[src/include/speed_ramp_pkg.sv]
// Purpose: shared constants and types for the speed ramp and limiter
// Assumes: 100 MHz control clock, 1 ms ramp tick, analog reference in mV
// Notes:   speeds in rpm, gain in tenths of rpm per volt
package speed_ramp_pkg;

	// clock and tick timing
	localparam int unsigned CLK_PERIOD_NS  = 10;      // control clock period
	localparam int unsigned TICK_PERIOD_US = 1000;    // ramp tick, one ms
	localparam int unsigned TICK_CYCLES    = TICK_PERIOD_US * 1000 / CLK_PERIOD_NS;

	// setting ranges and defaults
	localparam logic [15:0] ACCEL_MAX_MS   = 16'hEA60; // 60000 ms
	localparam logic [15:0] ACCEL_DEF_MS   = 16'h0000;
	localparam logic [15:0] DECEL_DEF_MS   = 16'h0000;
	localparam logic [12:0] SCURVE_MAX_MS  = 13'h1388; // 5000 ms
	localparam logic [12:0] SCURVE_DEF_MS  = 13'h0000;
	localparam logic [12:0] LIMIT_MAX_RPM  = 13'h1388; // 5000 rpm
	localparam logic [12:0] LIMIT_MIN_RPM  = 13'h0001;
	localparam logic [14:0] GAIN_MIN       = 15'h0064; // 10.0 rpm/V
	localparam logic [14:0] GAIN_MAX       = 15'h4E20; // 2000.0 rpm/V
	localparam logic [14:0] GAIN_DEF       = 15'h1388; // 500.0 rpm/V

	// analog reference scaling: rpm = gain_tenths * mv / 10000
	localparam logic signed [15:0] REF_MAX_MV = 16'sh2710; // +10 V
	localparam logic signed [31:0] EXT_DIV    = 32'sh00002710;

	// fixed point and divider
	localparam int unsigned FRAC_BITS = 16;
	localparam int unsigned DIV_WIDTH = 32;
	localparam int unsigned DIV_CNT_W = 6;

	// speed limit selection codes
	typedef enum logic [1:0] {
		LIM_NONE     = 2'h0,
		LIM_INTERNAL = 2'h1,
		LIM_EXTERNAL = 2'h2,
		LIM_SMALLER  = 2'h3
	} limit_sel_t;

	// control modes
	typedef enum logic [1:0] {
		MODE_POSITION  = 2'h0,
		MODE_SPEED     = 2'h1,
		MODE_TORQUE    = 2'h2,
		MODE_MULTISTEP = 2'h3
	} ctrl_mode_t;

endpackage

[src/core/step_divider.sv]
// Purpose: unsigned restoring divider, one quotient bit per clock
// Assumes: start_i is a one-cycle pulse; operands held by the divider
// Notes:   divide by zero yields all ones; done_o pulses when ready
`timescale 1ns/1ps
module step_divider (
	// clock and reset
	input  wire logic                                  clock_i,
	input  wire logic                                  resetn_i,
	// request
	input  wire logic                                  start_i,
	input  wire logic [speed_ramp_pkg::DIV_WIDTH-1:0]  dividend_i,
	input  wire logic [speed_ramp_pkg::DIV_WIDTH-1:0]  divisor_i,
	// answer
	output logic      [speed_ramp_pkg::DIV_WIDTH-1:0]  quotient_o,
	output logic                                       done_o
);
	localparam int unsigned W = speed_ramp_pkg::DIV_WIDTH;

	logic [W-1:0]                            rem_q;  // partial remainder
	logic [W-1:0]                            quo_q;  // dividend shifting to quotient
	logic [W-1:0]                            den_q;  // held divisor
	logic [speed_ramp_pkg::DIV_CNT_W-1:0]    cnt_q;  // bits still to do
	logic                                    done_q; // result ready pulse
	logic [W:0]                              trial;  // trial subtraction

	// trial subtract of the shifted remainder
	assign trial = {rem_q, quo_q[W-1]} - {1'b0, den_q};

	// shift and subtract sequence
	always_ff @(posedge clock_i) begin
		if (!resetn_i) begin
			rem_q  <= '0;
			quo_q  <= '0;
			den_q  <= '0;
			cnt_q  <= '0;
			done_q <= 1'b0;
		end else begin
			done_q <= 1'b0;
			if (start_i) begin
				rem_q <= '0;
				quo_q <= dividend_i;
				den_q <= divisor_i;
				cnt_q <= speed_ramp_pkg::DIV_CNT_W'(W);
			end else if (cnt_q != '0) begin
				// subtract fits: keep it and set quotient bit
				if (!trial[W]) begin
					rem_q <= trial[W-1:0];
					quo_q <= {quo_q[W-2:0], 1'b1};
				end else begin
					rem_q <= {rem_q[W-2:0], quo_q[W-1]};
					quo_q <= {quo_q[W-2:0], 1'b0};
				end
				cnt_q <= cnt_q - 1'b1;
				if (cnt_q == speed_ramp_pkg::DIV_CNT_W'(1)) begin
					done_q <= 1'b1;
				end
			end
		end
	end

	assign quotient_o = quo_q;
	assign done_o     = done_q;
endmodule

[src/core/speed_ramp_limiter.sv]
// Purpose: speed command ramp, S-curve rounding and speed limiting
// Assumes: settings come from the configuration logic on the same clock
// Notes:   ramp steps are recomputed every tick and apply from the next
//
// Summary of operation
// - accel time 0..60000 ms, default zero
// - decel time 0..60000 ms, default zero
// - S-curve time 0..5000 ms, default zero
// - zero S-curve time gives plain linear ramps
// - nonzero S-curve rounds slope changes, not zero-time ramps or reversals
// - shaped command ends later than raw command
// - internal limit 1..5000 rpm clamps speed
// - motor configuration loads motor max speed
// - non-speed modes use analog input as limit
// - speed mode allows internal limit only
// - external limit equals gain times voltage
// - analog sign gives rotation direction
// - external limit symmetric, sign ignored
// - select: none, internal, external, smaller
`timescale 1ns/1ps
module speed_ramp_limiter #(
	parameter int unsigned TICK_CYCLES = speed_ramp_pkg::TICK_CYCLES
) (
	// clock and reset
	input  wire logic               clock_i,
	input  wire logic               resetn_i,
	// settings
	input  wire logic               setting_load_i,
	input  wire logic [15:0]        accel_time_setting_i,
	input  wire logic [15:0]        decel_time_setting_i,
	input  wire logic [12:0]        scurve_time_setting_i,
	input  wire logic [12:0]        internal_limit_setting_i,
	input  wire logic [14:0]        external_gain_setting_i,
	input  wire logic [1:0]         limit_select_setting_i,
	// drive state
	input  wire logic [1:0]         control_mode_i,
	input  wire logic               servo_enable_i,
	input  wire logic               motor_config_i,
	input  wire logic [12:0]        motor_max_speed_i,
	input  wire logic [12:0]        rated_speed_i,
	// commands
	input  wire logic signed [15:0] speed_cmd_i,
	input  wire logic signed [15:0] analog_ref_i,
	// results
	output logic signed [15:0]      speed_out_o,
	output logic                    ramp_busy_o,
	output logic                    limit_active_o,
	output logic [12:0]             internal_limit_o
);
	// package constants under local names
	localparam logic [15:0]        ACCEL_MAX_MS  = speed_ramp_pkg::ACCEL_MAX_MS;
	localparam logic [15:0]        ACCEL_DEF_MS  = speed_ramp_pkg::ACCEL_DEF_MS;
	localparam logic [15:0]        DECEL_DEF_MS  = speed_ramp_pkg::DECEL_DEF_MS;
	localparam logic [12:0]        SCURVE_MAX_MS = speed_ramp_pkg::SCURVE_MAX_MS;
	localparam logic [12:0]        SCURVE_DEF_MS = speed_ramp_pkg::SCURVE_DEF_MS;
	localparam logic [12:0]        LIMIT_MAX_RPM = speed_ramp_pkg::LIMIT_MAX_RPM;
	localparam logic [12:0]        LIMIT_MIN_RPM = speed_ramp_pkg::LIMIT_MIN_RPM;
	localparam logic [14:0]        GAIN_MIN      = speed_ramp_pkg::GAIN_MIN;
	localparam logic [14:0]        GAIN_MAX      = speed_ramp_pkg::GAIN_MAX;
	localparam logic [14:0]        GAIN_DEF      = speed_ramp_pkg::GAIN_DEF;
	localparam logic signed [15:0] REF_MAX_MV    = speed_ramp_pkg::REF_MAX_MV;
	localparam logic signed [31:0] EXT_DIV       = speed_ramp_pkg::EXT_DIV;
	localparam logic [1:0]         MODE_SPEED    = speed_ramp_pkg::MODE_SPEED;
	// selection type and codes
	typedef speed_ramp_pkg::limit_sel_t limit_sel_t;
	localparam limit_sel_t         LIM_NONE      = speed_ramp_pkg::LIM_NONE;
	localparam limit_sel_t         LIM_INTERNAL  = speed_ramp_pkg::LIM_INTERNAL;
	localparam limit_sel_t         LIM_EXTERNAL  = speed_ramp_pkg::LIM_EXTERNAL;
	localparam limit_sel_t         LIM_SMALLER   = speed_ramp_pkg::LIM_SMALLER;

	logic [16:0]        tick_cnt_q;    // tick divider
	logic               tick_q;        // one ms enable
	logic [15:0]        accel_ms_q;    // held accel time
	logic [15:0]        decel_ms_q;    // held decel time
	logic [12:0]        scurve_ms_q;   // held S-curve time
	logic [12:0]        int_lim_q;     // internal limit rpm
	logic [14:0]        gain_q;        // external gain, tenths
	limit_sel_t         sel_q;         // limit selection
	logic               speed_mode;    // analog carries the command
	logic signed [15:0] ref_mv;        // clamped analog sample
	logic signed [31:0] prod;          // gain times voltage
	logic [31:0]        prod_abs;      // magnitude of prod
	logic signed [15:0] analog_rpm;    // analog speed command
	logic [15:0]        ext_lim;       // external limit rpm
	logic signed [31:0] target_q;      // ramp target, fixed point
	logic signed [31:0] speed_q;       // ramped speed, fixed point
	logic [31:0]        slope_q;       // current step under S-curve
	logic [31:0]        full_q;        // full step last used
	logic               dir_q;         // last ramp direction, 1 down
	logic [31:0]        div_num [3];   // divider dividends
	logic [31:0]        div_den [3];   // divider divisors
	logic [31:0]        div_quo [3];   // divider quotients
	logic               div_done [3];  // divider done pulses
	logic [31:0]        step_q [3];    // accel, decel and jerk steps

	// tick divider: one enable pulse per ms
	always_ff @(posedge clock_i) begin
		if (!resetn_i) begin
			tick_cnt_q <= '0;
			tick_q     <= 1'b0;
		end else begin
			tick_q     <= (tick_cnt_q == 17'(TICK_CYCLES - 1));
			tick_cnt_q <= (tick_cnt_q == 17'(TICK_CYCLES - 1)) ? '0 : tick_cnt_q + 1'b1;
		end
	end

	// ramp times, may change at any time
	always_ff @(posedge clock_i) begin
		if (!resetn_i) begin
			accel_ms_q  <= ACCEL_DEF_MS;
			decel_ms_q  <= DECEL_DEF_MS;
			scurve_ms_q <= SCURVE_DEF_MS;
		end else if (setting_load_i) begin
			accel_ms_q  <= (accel_time_setting_i > ACCEL_MAX_MS) ?
				ACCEL_MAX_MS : accel_time_setting_i;
			decel_ms_q  <= (decel_time_setting_i > ACCEL_MAX_MS) ?
				ACCEL_MAX_MS : decel_time_setting_i;
			scurve_ms_q <= (scurve_time_setting_i > SCURVE_MAX_MS) ?
				SCURVE_MAX_MS : scurve_time_setting_i;
		end
	end

	// limit settings taken only with the servo off; motor max speed loads at any time
	always_ff @(posedge clock_i) begin
		if (!resetn_i) begin
			int_lim_q <= LIMIT_MAX_RPM;
			gain_q    <= GAIN_DEF;
			sel_q     <= LIM_NONE;
		end else if (motor_config_i) begin
			int_lim_q <= (motor_max_speed_i > LIMIT_MAX_RPM) ? LIMIT_MAX_RPM :
				(motor_max_speed_i < LIMIT_MIN_RPM) ? LIMIT_MIN_RPM : motor_max_speed_i;
		end else if (setting_load_i && !servo_enable_i) begin
			int_lim_q <= (internal_limit_setting_i > LIMIT_MAX_RPM) ? LIMIT_MAX_RPM :
				(internal_limit_setting_i < LIMIT_MIN_RPM) ? LIMIT_MIN_RPM :
				internal_limit_setting_i;
			gain_q    <= (external_gain_setting_i > GAIN_MAX) ? GAIN_MAX :
				(external_gain_setting_i < GAIN_MIN) ? GAIN_MIN : external_gain_setting_i;
			sel_q     <= limit_sel_t'(limit_select_setting_i);
		end
	end

	// analog scaling: command in speed mode, limit otherwise
	always_comb begin
		speed_mode = (control_mode_i == MODE_SPEED);
		// span clamp, sign kept for direction
		if (analog_ref_i > REF_MAX_MV) begin
			ref_mv = REF_MAX_MV;
		end else if (analog_ref_i < -REF_MAX_MV) begin
			ref_mv = -REF_MAX_MV;
		end else begin
			ref_mv = analog_ref_i;
		end
		prod       = {17'h0, gain_q} * {{16{ref_mv[15]}}, ref_mv};
		analog_rpm = 16'(prod / EXT_DIV);
		prod_abs   = prod[31] ? 32'(-prod) : 32'(prod);
		ext_lim    = 16'(prod_abs / 32'(EXT_DIV));
	end

	// ramp target from the active command source
	always_ff @(posedge clock_i) begin
		if (!resetn_i) begin
			target_q <= '0;
		end else begin
			target_q <= {(speed_mode ? analog_rpm : speed_cmd_i), 16'h0000};
		end
	end

	// step dividers: rated/accel, rated/decel, full step/S-curve
	assign div_num[0] = {3'h0, rated_speed_i, 16'h0000};
	assign div_num[1] = {3'h0, rated_speed_i, 16'h0000};
	assign div_num[2] = full_q;
	assign div_den[0] = {16'h0000, accel_ms_q};
	assign div_den[1] = {16'h0000, decel_ms_q};
	assign div_den[2] = {19'h00000, scurve_ms_q};

	generate
		for (genvar ch = 0; ch < 3; ch++) begin : g_div
			step_divider u_div (
				.clock_i    (clock_i),
				.resetn_i   (resetn_i),
				.start_i    (tick_q),
				.dividend_i (div_num[ch]),
				.divisor_i  (div_den[ch]),
				.quotient_o (div_quo[ch]),
				.done_o     (div_done[ch])
			);
			// hold the latest quotient
			always_ff @(posedge clock_i) begin
				if (!resetn_i) begin
					step_q[ch] <= '0;
				end else if (div_done[ch]) begin
					step_q[ch] <= div_quo[ch];
				end
			end
		end
	endgenerate

	// ramp decisions for this tick
	logic signed [32:0] diff;       // target minus speed
	logic [32:0]        diff_abs;   // distance to go
	logic               accel;      // moving away from zero
	logic [15:0]        ramp_ms;    // time of the active ramp
	logic [31:0]        full_step;  // linear step of the active ramp
	logic [31:0]        jerk;       // slope change per tick
	logic               s_on;       // S-curve rounding active
	logic               brake;      // slope must wind down
	logic [31:0]        slope_nxt;  // slope for this tick
	logic [31:0]        step_use;   // step actually applied
	logic               arrive;     // target reached this tick

	always_comb begin
		diff      = {target_q[31], target_q} - {speed_q[31], speed_q};
		diff_abs  = diff[32] ? 33'(-diff) : 33'(diff);
		accel     = (!speed_q[31] && !diff[32] && diff != '0) ||
			((speed_q[31] || speed_q == '0) && diff[32]);
		ramp_ms   = accel ? accel_ms_q : decel_ms_q;
		full_step = accel ? step_q[0] : step_q[1];
		jerk      = (step_q[2] == '0) ? 32'h00000001 : step_q[2];
		s_on      = (scurve_ms_q != '0);
		brake     = ({16'h0000, slope_q} * {35'h0, scurve_ms_q}) >=
			{14'h0000, diff_abs, 1'b0};
		// slope rises and falls by jerk
		if (!s_on || dir_q != diff[32]) begin
			slope_nxt = '0;
		end else if (brake) begin
			slope_nxt = (slope_q > jerk) ? slope_q - jerk : jerk;
		end else if (slope_q + jerk < full_step) begin
			slope_nxt = slope_q + jerk;
		end else begin
			slope_nxt = full_step;
		end
		// linear step when S-curve is off
		step_use  = s_on ? ((slope_nxt == '0) ? jerk : slope_nxt) : full_step;
		arrive    = (ramp_ms == '0) || (diff_abs <= {1'b0, step_use});
	end

	// ramp speed toward target each tick
	always_ff @(posedge clock_i) begin
		if (!resetn_i) begin
			speed_q <= '0;
			slope_q <= '0;
			full_q  <= '0;
			dir_q   <= 1'b0;
		end else if (tick_q) begin
			full_q  <= full_step;
			dir_q   <= diff[32];
			if (arrive) begin
				speed_q <= target_q;
				slope_q <= '0;
			end else begin
				speed_q <= diff[32] ? speed_q - $signed(step_use) : speed_q + $signed(step_use);
				slope_q <= slope_nxt;
			end
		end
	end

	// limit value from the selection
	logic [15:0]        lim_val;    // applied limit rpm
	logic               lim_on;     // a limit applies
	logic signed [15:0] spd_int;    // integer part of speed

	always_comb begin
		spd_int = speed_q[31:16];
		lim_val = {3'h0, int_lim_q};
		case (sel_q)
			LIM_NONE: begin
				lim_on = 1'b0;
			end
			LIM_INTERNAL: begin
				lim_on = 1'b1;
			end
			LIM_EXTERNAL: begin
				lim_on  = !speed_mode;
				lim_val = ext_lim;
			end
			LIM_SMALLER: begin
				lim_on = 1'b1;
				if (!speed_mode && ext_lim < {3'h0, int_lim_q}) begin
					lim_val = ext_lim;
				end
			end
			default: begin
				lim_on = 1'b0;
			end
		endcase
	end

	always_ff @(posedge clock_i) begin
		if (!resetn_i) begin
			speed_out_o    <= '0;
			limit_active_o <= 1'b0;
			ramp_busy_o    <= 1'b0;
		end else begin
			ramp_busy_o <= (speed_q != target_q);
			if (lim_on && !spd_int[15] && $unsigned(spd_int) > lim_val) begin
				speed_out_o    <= $signed(lim_val);
				limit_active_o <= 1'b1;
			end else if (lim_on && spd_int[15] && $unsigned(-spd_int) > lim_val) begin
				speed_out_o    <= -$signed(lim_val);
				limit_active_o <= 1'b1;
			end else begin
				speed_out_o    <= spd_int;
				limit_active_o <= 1'b0;
			end
		end
	end

	assign internal_limit_o = int_lim_q;
endmodule

[config.mk]
export PLATFORM = sky130hd
export DESIGN_NAME = speed_ramp_limiter
export DESIGN_NICKNAME = d
export VERILOG_FILES = /design/src/include/speed_ramp_pkg.sv /design/src/core/step_divider.sv /design/src/core/speed_ramp_limiter.sv
export SDC_FILE = /design/constraint.sdc
export NUM_CORES = 2
export LEC_CHECK = 0
export BUFFER_PORTS_ARGS = -buffer_cell sky130_fd_sc_hd__buf_2
export CORE_MARGIN = 4
export CORE_UTILIZATION = 50
export CTS_BUF_LIST = sky130_fd_sc_hd__clkbuf_4
export CTS_CLUSTER_SIZE = 8
export DETAILED_ROUTE_END_ITERATION = 6
export PLACE_DENSITY_LB_ADDON = 0.1
export SYNTH_ARGS = -nofsm -noshare
export SYNTH_HDL_FRONTEND = slang
export SYNTH_SLANG_ARGS = --single-unit
[constraint.sdc]
create_clock -name clock_i -period 35.3 [get_ports clock_i]
set_input_delay 1.765 -clock clock_i [delete_from_list [all_inputs] [get_ports clock_i]]
set_output_delay 1.765 -clock clock_i [all_outputs]
set_load 0.005 [all_outputs]
==> impl_metrics.toml <==
[timing]
rsz0062_at_grt = "false"
tns_ns = 0
min_period_ns = 32.72
layout_setup_ws_ns = 2.58
finalHoldViolations = 0
tightestPinTransition_ns = 1.25
fmax_ghz = 0.0306
setup_violations = 0
slew_viol_final = 0
fin_crit_sh = 0.927
slew_headroom = 0.161
finClkSkew_ns = 0.107

[placed_design]
place_inst = 9860
gp_congestion = 0.956
pre_cts_ws_ns = 1.50
port_buffers = 170
hpwl_mm = 152

[synth]
synth_nets = 9462
synth_top_area_share = 0.155
synth_cell_types = 132
synth_compound_area_frac = 0.182
syn-cell-area_um2 = 66700
synth_seq_cells = 578
synth_edf_count = 96
synth_most_common_cell = "nand2_1"
synth_area_leaders = "fa_1, dfxtp_1, ha_1"
synth_fa_ha_area_frac = 0.254
muxShareOfSynthArea = 0.0302
synthArstFlopShare = 0
synth_commonest_cells = "nand2_1, inv_1, nor2_1, ha_1, fa_1"
yosysWarnings = 0
synth_simple_gate_area_frac = 0.209
synth_top_family_by_area = "adder cells"
syn_avg_cell_area_um2 = 8.05
yosys.area.top_type = "fa_1"
syn_inst = 8285
ys_seq_area_frac = 0.188
synth_xor_area_frac = 0.0659
synth-main-ff-cell = "dfxtp_1"

[final_layout]
finalNetCount = 9453
finalNonFillerCells = 10200
final_layout_size_suffix_gt1_frac = 0.0857
fillerInstances = 12800
multi_input_area_um2 = 49500
seq_area_um2 = 12500
area_growth_pct = 6.68

[job]
maxCapViolCount = 0

[route]
drtIter0Drc = 4391
finalWirelength_mm = 197
vias = 58800
antenna_left = 0
avgViaCountPerCell = 5.78
first_pass_iters = 6
drt-wirelength-per-cell_um = 19.4
drc = 0

[worst_setup_path]
startpoint_type = "input pin"
critPathMaxFanout = 34
crit_family = "compound AO/OA/AOI/OAI gates"
cp_common_cell = "fa_1"
crit_buf_inv = 8
critPathCaptureType = "flip-flop"
slowest_stage = "nor3_1"
r2r_cells = 97
required_ns = 36.20
critPathArrivalTime_ns = 33.62
worstSetupPathType = "in -> reg"
critical_path.max_stage_delay_ns = 0.78
path_depth = 102

[floorplanning]
row_count = 133
die-area_um2 = 139000
die-width_um = 373
core_region_area_um2 = 132000
die_y_um = 373
io_pins = 171
start_util = 0.505

[grt]
grt_usage = 0.278
grt_pass1_vias = 57100
grt_overflow = 0
grt_max_degree = 97
antenna_found_initial = 9
grt_first_pass_wirelength_mm = 317

[clocking]
cts_root_buf = "clkbuf_4"
cts_tree = "done"
clkLatencyLatePin_ns = 1.16
cts_buffer_depth = 3
cts_buffers = 169
cts_sinks = 578
cts.clk_slew.worst_paths_ns = 0.07
htree_levels = 4

[status]
status = "completed"

[worst_hold_path]
hold_path.class = "reg -> reg"
whs_path_depth = 2
[routing by layer]
layer / vias up / GRT usage / wire (µm)
li1: 28400 / - / -
met1: 28500 / 0.393 / 90000
met2: 1721 / 0.443 / 89200
met3: 242 / 0.0473 / 13600
met4: 0 / 0.0744 / 4690
met5: - / 0 / 0
[placed cells by master (no fill, tap or decap), types with 71 or more instances in the layout]
cell,count
a31oi_1,71
o211ai_1,75
o21ai_0,317
nor2_1,686
dfxtp_1,481
and2_1,280
a211oi_1,169
buf_4,107
mux2i_1,174
nor2b_1,75
a21oi_1,503
and3_1,141
fa_1,516
nand2b_1,111
edfxtp_1,96
xor2_1,173
nor3_1,104
nand4_1,94
nand2_1,1030
xnor2_1,309
nand3_1,138
buf_2,169
clkbuf_4,246
a21o_1,194
ha_1,521
inv_1,772
[state kept, by name, summed over array words and instances, names as in the netlist, 3 cells and up]
signal / cells
g_div.u_div.den_q: 45
speed_out_o: 16
target_q: 16
slope_q: 32
decel_ms_q: 16
tick_cnt_q: 17
g_div.u_div.quotient_o: 96
scurve_ms_q: 13
g_div.u_div.cnt_q: 18
step_q: 96
full_q: 32
internal_limit_o: 13
accel_ms_q: 16
gain_q: 15
speed_q: 32
g_div.u_div.rem_q: 96
g_div.u_div.done_o: 3
[final cells by class]
cell class / instances / area share
diodes: 7 / 0.000246
clock buffers: 246 / 0.0260
clock inverters: 58 / 0.00531
inverters: 782 / 0.0414
multi-input cells: 6468 / 0.697
flip-flops and latches: 578 / 0.176
well taps: 1755 / 0.0309
repair buffers: 277 / 0.0235
[tightest hold or removal path, cell delays in order, from the launching register on]
cell and delay [ns]:
dfxtp_1 0.32, nand2_1 0.05, a21oi_1 0.05
[metrics by stage]
stage / util / hold slack [ns] / cell area, µm²
after global placement: 0.522 / 0.454 / 68900
after CTS: 0.539 / 0.420 / 71100
after detailed placement: 0.522 / 0.456 / 68900
after global routing: 0.539 / 0.440 / 71100
final: 0.539 / 0.434 / 71100
after floorplan: - / 0.441 / 66700
[cell families (layout without fill, tap and decap cells)]
| kind of cell | count (synthesis) | after routing |
|---|---|---|
| muxes | 196 | 196 |
| buffers and inverters | 1239 | 1363 |
| DFF | 578 | 578 |
| and+or+nand+nor | 2916 | 2916 |
| AOI/OAI and AO/OA | 1815 | 1815 |
| xor gates and xnor gates | 494 | 494 |
| adders and majority gates | 1047 | 1047 |
| other | 0 | 7 |
[repair_timing]
action,CTS,global route
hold buffers,0,0
endpoints found under the setup margin,0,17
resized for setup,0,2
buffers inserted,0,0
[worst paths after layout]
path | slack [ns] | endpoint | from
worst max-delay path | 2.58 | speed_out_o[8]$_SDFF_PN0_ | analog_ref_i[4]
worst min-delay path | 0.43 | g_div[0].u_div.quotient_o[31]$_SDFFE_PP0N_ | g_div[0].u_div.quotient_o[30]$_SDFFE_PP0N_
worst max register to register | 4.31 | speed_out_o[8]$_SDFF_PN0_ | gain_q[5]$_SDFFE_PN0P_
worst min register to register | 0.43 | g_div[0].u_div.quotient_o[31]$_SDFFE_PP0N_ | g_div[0].u_div.quotient_o[30]$_SDFFE_PP0N_
Power is not shown: default switching activity piles up to over one toggle a cycle in this logic, so the estimate is an artifact.
